[src/lgs_pkg.sv]
// Package: register map, field layout and bus types for the gate input select block
package lgs_pkg;
	localparam int NUM_GATES = 3;
	localparam int NUM_INPUTS = 4;
	localparam int NUM_SOURCES = 64;
	localparam int SRC_W = 6;
	localparam int TERM_W = 8;
	// Byte addresses of the registers
	localparam logic [7:0] OFF_GATE1_TERMS = 8'h00;
	localparam logic [7:0] OFF_GATE2_TERMS = 8'h04;
	localparam logic [7:0] OFF_GATE3_TERMS = 8'h08;
	localparam logic [7:0] OFF_GATE_POL = 8'h0C;
	localparam logic [7:0] OFF_SRC_SEL = 8'h10;
	localparam logic [7:0] OFF_STATUS = 8'h14;
	// Field positions inside a term register: true term of input i at 2i+1, inverted at 2i
	localparam int TRUE_BIT_OFS = 1;
	localparam int INV_BIT_OFS = 0;
	// Source select register: 6-bit field per data input, one byte lane each
	localparam int SRC_FIELD_STRIDE = 8;
	// Values loaded at power-on (documented as undefined; zero chosen)
	localparam logic [TERM_W-1:0] TERMS_RESET = 8'h00;
	localparam logic [2:0] POL_RESET = 3'h0;
	localparam logic [SRC_W-1:0] SRC_RESET = 6'h00;

	typedef struct packed {
		logic psel;
		logic penable;
		logic pwrite;
		logic [7:0] paddr;
		logic [31:0] pwdata;
	} lgs_apb_req_t;

	typedef struct packed {
		logic pready;
		logic pslverr;
		logic [31:0] prdata;
	} lgs_apb_rsp_t;
endpackage

[src/lgs_gate_select.sv]
// Input gating matrix for gates 1..3 of a logic cell, with APB register access
//
// Implementation choices: the address map and the APB register port.
`timescale 1ns/1ps
module lgs_gate_select (
	input wire logic pclk,
	input wire logic presetn,
	input wire lgs_pkg::lgs_apb_req_t apb_req,
	output lgs_pkg::lgs_apb_rsp_t apb_rsp,
	input wire logic [lgs_pkg::NUM_SOURCES-1:0] cell_sources,
	output logic [lgs_pkg::NUM_GATES-1:0] gate_out
);
	import lgs_pkg::*;

	logic [TERM_W-1:0] terms_q [NUM_GATES];
	logic [TERM_W-1:0] terms_d [NUM_GATES];
	logic [NUM_GATES-1:0] pol_q, pol_d;
	logic [SRC_W-1:0] src_q [NUM_INPUTS];
	logic [SRC_W-1:0] src_d [NUM_INPUTS];
	logic [NUM_SOURCES-1:0] src_s1_q, src_s2_q;
	logic [NUM_INPUTS-1:0] data_in;
	logic [NUM_GATES-1:0] gate_raw, gate_d, gate_q;
	logic [31:0] rdata_d, rdata_q;
	logic wr_en, rd_en;

	// Term-gating OR of a gate: bit 2i+1 admits true input i, bit 2i inverted
	function automatic logic gate_eval(input logic [TERM_W-1:0] t,
			input logic [NUM_INPUTS-1:0] d);
		logic acc;
		acc = 1'b0;
		for (int i = 0; i < NUM_INPUTS; i++) begin
			acc = acc | (t[2*i+TRUE_BIT_OFS] & d[i]) | (t[2*i+INV_BIT_OFS] & ~d[i]);
		end
		return acc;
	endfunction

	// Writes decode in the access phase, reads in setup; pready is tied high, so no wait states
	assign wr_en = apb_req.psel & apb_req.penable & apb_req.pwrite;
	assign rd_en = apb_req.psel & ~apb_req.penable & ~apb_req.pwrite;

	// Register write decode
	always_comb begin
		terms_d = terms_q;
		pol_d = pol_q;
		src_d = src_q;
		// Writes to the status word fall through every branch and change nothing
		if (wr_en) begin
			if (apb_req.paddr == OFF_GATE1_TERMS) begin
				terms_d[0] = apb_req.pwdata[TERM_W-1:0];
			end else if (apb_req.paddr == OFF_GATE2_TERMS) begin
				terms_d[1] = apb_req.pwdata[TERM_W-1:0];
			end else if (apb_req.paddr == OFF_GATE3_TERMS) begin
				terms_d[2] = apb_req.pwdata[TERM_W-1:0];
			end else if (apb_req.paddr == OFF_GATE_POL) begin
				pol_d = apb_req.pwdata[NUM_GATES-1:0];
			end else if (apb_req.paddr == OFF_SRC_SEL) begin
				for (int i = 0; i < NUM_INPUTS; i++) begin
					src_d[i] = apb_req.pwdata[i*SRC_FIELD_STRIDE +: SRC_W];
				end
			end
		end
	end

	// Read mux, captured in setup so prdata comes from a flop in the access phase
	always_comb begin
		rdata_d = rdata_q;
		if (rd_en) begin
			rdata_d = 32'h0000_0000;
			if (apb_req.paddr == OFF_GATE1_TERMS) begin
				rdata_d[TERM_W-1:0] = terms_q[0];
			end else if (apb_req.paddr == OFF_GATE2_TERMS) begin
				rdata_d[TERM_W-1:0] = terms_q[1];
			end else if (apb_req.paddr == OFF_GATE3_TERMS) begin
				rdata_d[TERM_W-1:0] = terms_q[2];
			end else if (apb_req.paddr == OFF_GATE_POL) begin
				rdata_d[NUM_GATES-1:0] = pol_q;
			end else if (apb_req.paddr == OFF_SRC_SEL) begin
				for (int i = 0; i < NUM_INPUTS; i++) begin
					rdata_d[i*SRC_FIELD_STRIDE +: SRC_W] = src_q[i];
				end
			end else if (apb_req.paddr == OFF_STATUS) begin
				rdata_d[NUM_GATES-1:0] = gate_q;
				rdata_d[8 +: NUM_INPUTS] = data_in;
			end
		end
	end

	// Unmapped addresses answer with an error; writes there change nothing
	always_comb begin
		apb_rsp.pready = 1'b1;
		apb_rsp.prdata = rdata_q;
		apb_rsp.pslverr = apb_req.psel & apb_req.penable &
			(apb_req.paddr != OFF_GATE1_TERMS) & (apb_req.paddr != OFF_GATE2_TERMS) &
			(apb_req.paddr != OFF_GATE3_TERMS) & (apb_req.paddr != OFF_GATE_POL) &
			(apb_req.paddr != OFF_SRC_SEL) & (apb_req.paddr != OFF_STATUS);
	end

	// Only presetn (power-on) clears config; no other reset reaches these flops
	always_ff @(posedge pclk or negedge presetn) begin
		if (!presetn) begin
			for (int g = 0; g < NUM_GATES; g++) begin
				terms_q[g] <= TERMS_RESET;
			end
			for (int i = 0; i < NUM_INPUTS; i++) begin
				src_q[i] <= SRC_RESET;
			end
			pol_q <= POL_RESET;
			rdata_q <= 32'h0000_0000;
		end else begin
			terms_q <= terms_d;
			src_q <= src_d;
			pol_q <= pol_d;
			rdata_q <= rdata_d;
		end
	end

	// Sources may come from pins or other clocks, so synchronise all of them
	always_ff @(posedge pclk or negedge presetn) begin
		if (!presetn) begin
			src_s1_q <= '0;
			src_s2_q <= '0;
		end else begin
			src_s1_q <= cell_sources;
			src_s2_q <= src_s1_q;
		end
	end

	// Data input selection from the synchronised sources
	always_comb begin
		for (int i = 0; i < NUM_INPUTS; i++) begin
			data_in[i] = src_s2_q[src_q[i]];
		end
	end

	// Gate matrix and polarity, one instance per gate
	for (genvar g = 0; g < NUM_GATES; g++) begin : g_gate
		assign gate_raw[g] = gate_eval(terms_q[g], data_in);
		assign gate_d[g] = gate_raw[g] ^ pol_q[g];
	end

	// Registered gate outputs keep the data outputs glitch free
	always_ff @(posedge pclk or negedge presetn) begin
		if (!presetn) begin
			gate_q <= '0;
		end else begin
			gate_q <= gate_d;
		end
	end
	assign gate_out = gate_q;

	// Checker view of the matrix, laid out from the bit map rather than from gate_eval,
	// so a slip in the evaluation function cannot hide behind a matching assertion
	logic [TERM_W-1:0] chk_term_vec;
	logic [NUM_INPUTS-1:0] chk_src_bit;
	logic [NUM_GATES-1:0] chk_any_term;
	for (genvar i = 0; i < NUM_INPUTS; i++) begin : g_chk_in
		assign chk_term_vec[2*i+1] = data_in[i];
		assign chk_term_vec[2*i] = ~data_in[i];
		assign chk_src_bit[i] = |(src_s2_q & ({{(NUM_SOURCES-1){1'b0}}, 1'b1} << src_q[i]));
	end
	for (genvar g = 0; g < NUM_GATES; g++) begin : g_chk_gate
		assign chk_any_term[g] = |(terms_q[g] & chk_term_vec);
	end

	// Gate outputs: one flop after the admitted terms and the polarity bit
	chk_gate1_terms: assert property (@(posedge pclk) disable iff (!presetn)
		gate_q[0] == ($past(chk_any_term[0]) ^ $past(pol_q[0])))
		else $error("gate 1 output mismatch");
	chk_gate2_terms: assert property (@(posedge pclk) disable iff (!presetn)
		gate_q[1] == ($past(chk_any_term[1]) ^ $past(pol_q[1])))
		else $error("gate 2 output mismatch");
	chk_gate3_terms: assert property (@(posedge pclk) disable iff (!presetn)
		gate_q[2] == ($past(chk_any_term[2]) ^ $past(pol_q[2])))
		else $error("gate 3 output mismatch");
	chk_empty_gate_zero: assert property (@(posedge pclk) disable iff (!presetn)
		(terms_q[0] == 8'h00 && !pol_q[0]) |=> !gate_q[0])
		else $error("empty gate not zero");
	chk_pol_pass: assert property (@(posedge pclk) disable iff (!presetn)
		(!pol_q[0] && gate_raw[0]) |=> gate_q[0])
		else $error("polarity applied while clear");

	// Register side: writes land at the access edge and nowhere else
	chk_term_write: assert property (@(posedge pclk) disable iff (!presetn)
		(wr_en && apb_req.paddr == OFF_GATE2_TERMS) |=>
		terms_q[1] == $past(apb_req.pwdata[7:0]))
		else $error("term write lost");
	chk_terms_hold: assert property (@(posedge pclk) disable iff (!presetn)
		!wr_en |=> ($stable(terms_q[0]) && $stable(terms_q[1]) && $stable(terms_q[2])))
		else $error("term register changed without a write");
	chk_pol_write: assert property (@(posedge pclk) disable iff (!presetn)
		(wr_en && apb_req.paddr == OFF_GATE_POL) |=> pol_q == $past(apb_req.pwdata[2:0]))
		else $error("polarity write lost");
	chk_src_write: assert property (@(posedge pclk) disable iff (!presetn)
		(wr_en && apb_req.paddr == OFF_SRC_SEL) |=> src_q[3] == $past(apb_req.pwdata[29:24]))
		else $error("source select write lost");
	chk_unmapped_err: assert property (@(posedge pclk) disable iff (!presetn)
		(apb_req.psel && apb_req.penable && apb_req.paddr > OFF_STATUS) |-> apb_rsp.pslverr)
		else $error("unmapped access not refused");

	// Read side: data captured at setup and held until the next read setup
	chk_term_readback: assert property (@(posedge pclk) disable iff (!presetn)
		(rd_en && apb_req.paddr == OFF_GATE1_TERMS) |=>
		apb_rsp.prdata == {24'h00_0000, $past(terms_q[0])})
		else $error("term readback wrong");
	chk_prdata_hold: assert property (@(posedge pclk) disable iff (!presetn)
		!rd_en |=> $stable(apb_rsp.prdata))
		else $error("read data moved outside a read");
	chk_status_gate: assert property (@(posedge pclk) disable iff (!presetn)
		(rd_en && apb_req.paddr == OFF_STATUS) |=> apb_rsp.prdata[2:0] == $past(gate_q))
		else $error("status gate bits wrong");

	// Polarity and source selection
	chk_pol_invert: assert property (@(posedge pclk) disable iff (!presetn)
		(pol_q[1] && $stable(pol_q[1]) && gate_raw[1]) |=> !gate_q[1])
		else $error("polarity not applied");
	chk_src_select: assert property (@(posedge pclk) disable iff (!presetn)
		data_in == chk_src_bit)
		else $error("source select wrong");
endmodule

[config.mk]
export PLATFORM = sky130hd
export DESIGN_NAME = lgs_gate_select
export DESIGN_NICKNAME = d
export VERILOG_FILES = /design/src/lgs_pkg.sv /design/src/lgs_gate_select.sv
export SDC_FILE = /design/constraint.sdc
export NUM_CORES = 1
export LEC_CHECK = 0
export BUFFER_PORTS_ARGS = -buffer_cell sky130_fd_sc_hd__buf_2
export CORE_ASPECT_RATIO = 1.4
export CORE_UTILIZATION = 30
export DETAILED_ROUTE_END_ITERATION = 16
export PLACE_DENSITY = 0.5
export REMOVE_ABC_BUFFERS = 1
export SYNTH_ARGS = -nofsm -noshare
export SYNTH_HDL_FRONTEND = slang
export SYNTH_SLANG_ARGS = --single-unit
[constraint.sdc]
create_clock -name pclk -period 4.3 [get_ports pclk]
set_clock_uncertainty 0.05 [all_clocks]
set_input_delay 0.215 -clock pclk [delete_from_list [all_inputs] [get_ports pclk]]
set_output_delay 0.215 -clock pclk [all_outputs]
set_load 0.05 [all_outputs]
Yosys cells after proc, flatten, opt, wreduce, memory -nomap -nowiden

Cells that the tools add are included.

Input bits: 109
Latch bits: 0
Register bits after elaboration: 208
ROM bits: 0
Memory bits (writable): 0
Output and inout bits: 37
Memories kept: 0

Reduce and logical (&&, ||, !) cells: 7
Multiply operators: 0
Add/sub/neg operators: 0
Div/mod/pow operators: 0
Shift operators: 0
Order comparisons: 4
Equal/unequal tests: 10
Muxes and demuxes: 34
Bitwise logic cells: 68

Operators with widths:

| operator           | count |
|---|---|
| $mux 6             | 15 |
| $and 1x1->1        | 34 |
| $lt 6x7->1 const B | 4 |
| $bmux 1 s6         | 4 |
| $or 1x1->1         | 21 |
| $eq 8x4->1 const B | 2 |
| $eq 8x5->1 const B | 2 |
| $mux 8             | 2 |
| $ne 8x4->1 const B | 2 |
| $ne 8x5->1 const B | 2 |
| $mux 3             | 5 |
| $not 1->1          | 10 |
| $eq 8x3->1 const B | 1 |
| $logic_not 8->1    | 1 |
| $mux 4             | 2 |
| $ne 8x3->1 const B | 1 |
| $reduce_bool 8->1  | 1 |
| $reduce_and 6->1   | 1 |
| $reduce_and 5->1   | 1 |
| $mux 1             | 4 |
| $mux 2             | 2 |
| $reduce_and 4->1   | 1 |
| $reduce_and 3->1   | 1 |
| $xor 1x1->1        | 3 |
| $reduce_and 2->1   | 1 |

Logic depth before layout (Yosys ltp)

Word-level depth: 12
Mapped depth: 11
Mapped depth without buffers: 8

Worst setup path after synthesis

Ideal clock, no wire load.

Path kind: flip-flop to flip-flop
Start point: reg src_q[12] (netlist name)
End point: reg gate_q[0] (netlist: gate_out[0])
Data arrival time: 2.779 ns
Required time: 4.170 ns
Path slack: 1.391 ns
Clock period less this slack: 2.909 ns
Cell stages (with the launch flop): 11
Setup time: 0.080 ns
Cells stage by stage: dfrtp_1 -> buf_4 -> buf_6 -> mux4_2 -> mux4_2 -> nand2_1 -> o211ai_1 -> o22ai_2 -> mux2_1 -> a2111oi_2 -> xnor2_1

Word-level cells in the longest chain between the ends: 10

RTL lines:

| what                                             | RTL line               | text |
|---|---|---|
| from (decl)                                      | lgs_gate_select.sv:18  | `logic [SRC_W-1:0] src_q [NUM_INPUTS];` |
| from (signal assigned)                           | lgs_gate_select.sv:111 | `src_q <= src_d;` |
| $bmux 1 s6 *                                     | lgs_gate_select.sv:131 | `data_in[i] = src_s2_q[src_q[i]];` |
| $mux 1 (not written as such) *                   | lgs_gate_select.sv:131 |  |
| $and 1x1->1 / $not 1->1 (equally long branches)  | --                     |  |
| $or 1x1->1 / $and 1x1->1 (equally long branches) | lgs_gate_select.sv:32  | `acc = acc \| (t[2*i+TRUE_BIT_OFS] & d[i]) \| (t[2*i+INV_BIT_OFS] & ~d[i]);` |
| $or 1x1->1 * (5 in a row)                        | lgs_gate_select.sv:32  |  |
| $xor 1x1->1 *                                    | lgs_gate_select.sv:138 | `assign gate_d[g] = gate_raw[g] ^ pol_q[g];` |
| via gate_d[0]                                    | lgs_gate_select.sv:22  | `logic [NUM_GATES-1:0] gate_raw, gate_d, gate_q;` |
| to (signal assigned)                             | lgs_gate_select.sv:146 | `gate_q <= gate_d;` |
| to (decl)                                        | lgs_gate_select.sv:22  |  |

Mark *: on every way through the listed nets, which the timed path passes. The rest lies on a longest branch. The select of a mux whose other input is x is not followed.
A chain may end at the register's enable or synchronous reset.

Worst setup path after layout

Start point: reg src_q[7] (netlist name)
End point: reg gate_q[1] (netlist: gate_out[1])

Word-level cells in the longest chain between the ends: 8

RTL lines:

| what                                             | RTL line |
|---|---|
| $bmux 1 s6 *                                     | lgs_gate_select.sv:131 |
| $mux 1 (not written as such) *                   | lgs_gate_select.sv:131 |
| $and 1x1->1 / $not 1->1 (equally long branches)  | -- |
| $or 1x1->1 / $and 1x1->1 (equally long branches) | lgs_gate_select.sv:32 |
| $or 1x1->1 * (3 in a row)                        | lgs_gate_select.sv:32 |
| $xor 1x1->1 *                                    | lgs_gate_select.sv:138 |
| via gate_d[1]                                    | lgs_gate_select.sv:22 |

Marks and branches as above.

==> flow_metrics.env <==
export IMPL_ant_nets=0
export IMPL_viasPerCell=4.96
export IMPL_setup_viol=0
export IMPL_cts_max_path_buffers=3
export IMPL_cap_violations=0
export IMPL_yosysSeqAreaShare=0.569
export IMPL_cts_hold_buf=92
export IMPL_cpPeakStageDelay_ns=0.90
export IMPL_die_area_um2=31200
export IMPL_ctsRootBufferMaster="clkbuf_16"
export IMPL_top_level_ports=146
export IMPL_wl_mm=24.4
export IMPL_grt_pass1_wl_mm=38.2
export IMPL_chipHeight_um=209
export IMPL_worst_pin_slew_ns=0.865
export IMPL_gr_total_overflow=0
export IMPL_cp_end_kind="flop"
export IMPL_cts_tree="yes"
export IMPL_crit_slowest_cell="dfrtp_1"
export IMPL_ys_types=57
export IMPL_switching_share=0.236
export IMPL_path_clk_slew_ns=0.06
export IMPL_power_leakage_nw=5.14
export IMPL_hp_class="primary input to flop"
export IMPL_syn2layout_area_growth_pct=29.3
export IMPL_rows=75
export IMPL_status="completed"
export IMPL_final_util=0.394
export IMPL_grt_max_degree=108
export IMPL_crit_path_start_kind="flop"
export IMPL_cp_cell_sequence="mux4_2 -> mux2i_1 -> nand3_1 -> and4_1 -> a31oi_2 -> mux2_4 -> a2111oi_4 -> xnor2_1"
export IMPL_diodes=0
export IMPL_cp_required_ns=4.68
export IMPL_grt_pass1_vias=6564
export IMPL_period_share=0.798
export IMPL_peakVddDrop_mv=0.197
export IMPL_wl_per_cell_um=19.6
export IMPL_async_flop_share=1.00
export IMPL_htree_levels=1
export IMPL_cts_setup_buffers=0
export IMPL_synth_enable_flop_cells=0
export IMPL_p_seq_frac=0.479
export IMPL_switchingPower_mw=1.03
export IMPL_grt_usage=0.161
export IMPL_final_max_slew_viol_count=0
export IMPL_critPathMaxFanout=15
export IMPL_drt_iter0_drc=356
export IMPL_clk_latency_ns=0.51
export IMPL_critPathArrivalTime_ns=3.81
export IMPL_hold_violations=0
export IMPL_max_freq_ghz=0.292
export IMPL_die_x_um=150
export IMPL_drc=0
export IMPL_power_density_nw_per_um2=371
export IMPL_drive_gt1_frac=0.356
export IMPL_ys_flop_type="dfrtp_1"
export IMPL_timing_slew_headroom=0.423
export IMPL_hpwl_mm=17.6
export IMPL_critical_path_class="flop to flop"
export IMPL_dr_total_vias=6145
export IMPL_cts_made_buffers=22
export IMPL_p_comb_frac=0.079
export IMPL_cts_sinks=208
export IMPL_p_clk_frac=0.442
export IMPL_port_buffers=132
export IMPL_tns_ns=0
export IMPL_syn_area_per_cell_um2=14.7
export IMPL_synth_warnings=0
export IMPL_grt_setup_unrepaired="no"
export IMPL_cell_internal_pwr_mw=3.35
export IMPL_design_core_area_um2=30000
export IMPL_start_util=0.305
export IMPL_netlist_area_um2=9150
export IMPL_nets=948
export IMPL_ctsResizeCount=0
export IMPL_syn_inst=622
export IMPL_fin_crit_ns=3.43
export IMPL_place_congestion=0.838
export IMPL_antenna_found_initial=0
export IMPL_dr_pass1_iters=7
export IMPL_ys_ff_latch=208
==> flip-flops by register name, indices dropped and copies added (netlist names) <==
register	cells
src_s1_q	64
src_s2_q	64
rdata_q	26
src_q	24
terms_q	24
gate_out	3
pol_q	3
==> per-stage QoR <==
step | instance area (um^2) | power [mW] | setup WS, ns | instances | hold WS, ns
2_1_floorplan | 8900 | 2.26 | 0.929 | 579 | -0.131
3_5_place_dp | 10200 | 2.42 | 0.822 | 1108 | 0.275
6_report | 11800 | 4.38 | 0.870 | 1240 | 0.0720
4_1_cts | 11800 | 4.45 | 0.813 | 1240 | 0.0440
5_1_grt | 11800 | 4.57 | 0.626 | 1240 | 0.0686
3_3_place_gp | 10200 | 2.42 | 0.833 | 1108 | 0.273
==> critical path: cells and delay by family (launching register included) <==
kind / cells / cell delay [ns]
compound gates: 2 / 0.70
xor+xnor: 1 / 0.15
flops: 1 / 0.90
mux: 3 / 1.19
simple gates: 2 / 0.35
==> power groups by stage <==
stage	clock, mW	sequential [mW]	combinational (mW)
after floorplan	0	2.13	0.130
after global placement	0	2.13	0.287
after detailed placement	0	2.13	0.288
after CTS	2.00	2.10	0.353
after global routing	2.09	2.11	0.381
final	1.94	2.10	0.347
==> area by class of cell <==
cell class              instances  area, um^2
fillers                      2901       18200
flip-flops and latches        208        5200
multi-input cells             364        3670
repair buffers                236        1690
clock buffers                  26         607
well taps                     385         482
clock inverters                14         143
inverters                       7        26.3
==> routing by layer <==
| metal | part of all wire | global-route usage | wire length, um |
|---|---|---|---|
| met5 | 0 | 0 | 0 |
| met4 | 0.023 | 0.0521 | 570 |
| met2 | 0.53 | 0.289 | 12900 |
| met1 | 0.40 | 0.198 | 9810 |
| met3 | 0.044 | 0.0207 | 1070 |
==> path summary, 6_finish.rpt <==
kind | start | end | slack (ns) | cells after the start
min in group asynchronous | presetn | src_q[14] | 0.31 | 2
worst max register to register | src_q[7] | gate_out[1] | 0.87 | 8
worst max-delay path | src_q[7] | gate_out[1] | 0.87 | 8
worst min-delay path | apb_req[40] | rdata_q[7] | 0.07 | 4
worst min register to register | src_s1_q[1] | src_s2_q[1] | 0.29 | 0
max in group asynchronous | presetn | src_s1_q[5] | 2.84 | 3
==> kinds of logic after synthesis <==
group | count (synthesis) | synth area share
buffers and inverters | 55 | 0.0319
XOR/XNOR | 3 | 0.00287
AO/OA/AOI/OAI | 83 | 0.0715
AND/OR/NAND/NOR | 117 | 0.0654
other | 2 | 0.000821
flip-flops | 208 | 0.569
multiplexers | 154 | 0.259
==> cell usage after synthesis (all sizes together), types with 5 or more instances <==
master     n  share of area
clkbuf    20         0.0082
a21oi     12         0.0066
inv        7         0.0029
a222oi     6         0.0066
nand3     12         0.0066
nand2b    10         0.0068
mux2      63          0.078
mux2i     33          0.036
a2111oi    8          0.011
nor2      23         0.0094
buf       28          0.021
nor3       5         0.0027
dfrtp    208           0.57
nor2b      7         0.0048
mux4      58           0.14
nand2     33          0.014
o21ai     13         0.0071
a22o      14          0.013
and3       5         0.0034
==> cells in the final DEF (no fill, tap or decap), types with 6 or more instances in the layout <==
| cell | count |
|---|---|
| a21oi_1 | 12 |
| a222oi_1 | 6 |
| a22o_1 | 14 |
| buf_2 | 131 |
| buf_4 | 11 |
| clkbuf_16 | 23 |
| clkinvlp_4 | 6 |
| conb_1 | 7 |
| dfrtp_1 | 208 |
| dlygate4sd3_1 | 92 |
| inv_1 | 7 |
| mux2_2 | 59 |
| mux2i_1 | 33 |
| mux4_2 | 53 |
| nand2_1 | 33 |
| nand2b_1 | 10 |
| nand3_1 | 12 |
| nor2_1 | 23 |
| nor2b_1 | 7 |
| o21ai_0 | 12 |
Power figures use the tool's default switching activity.
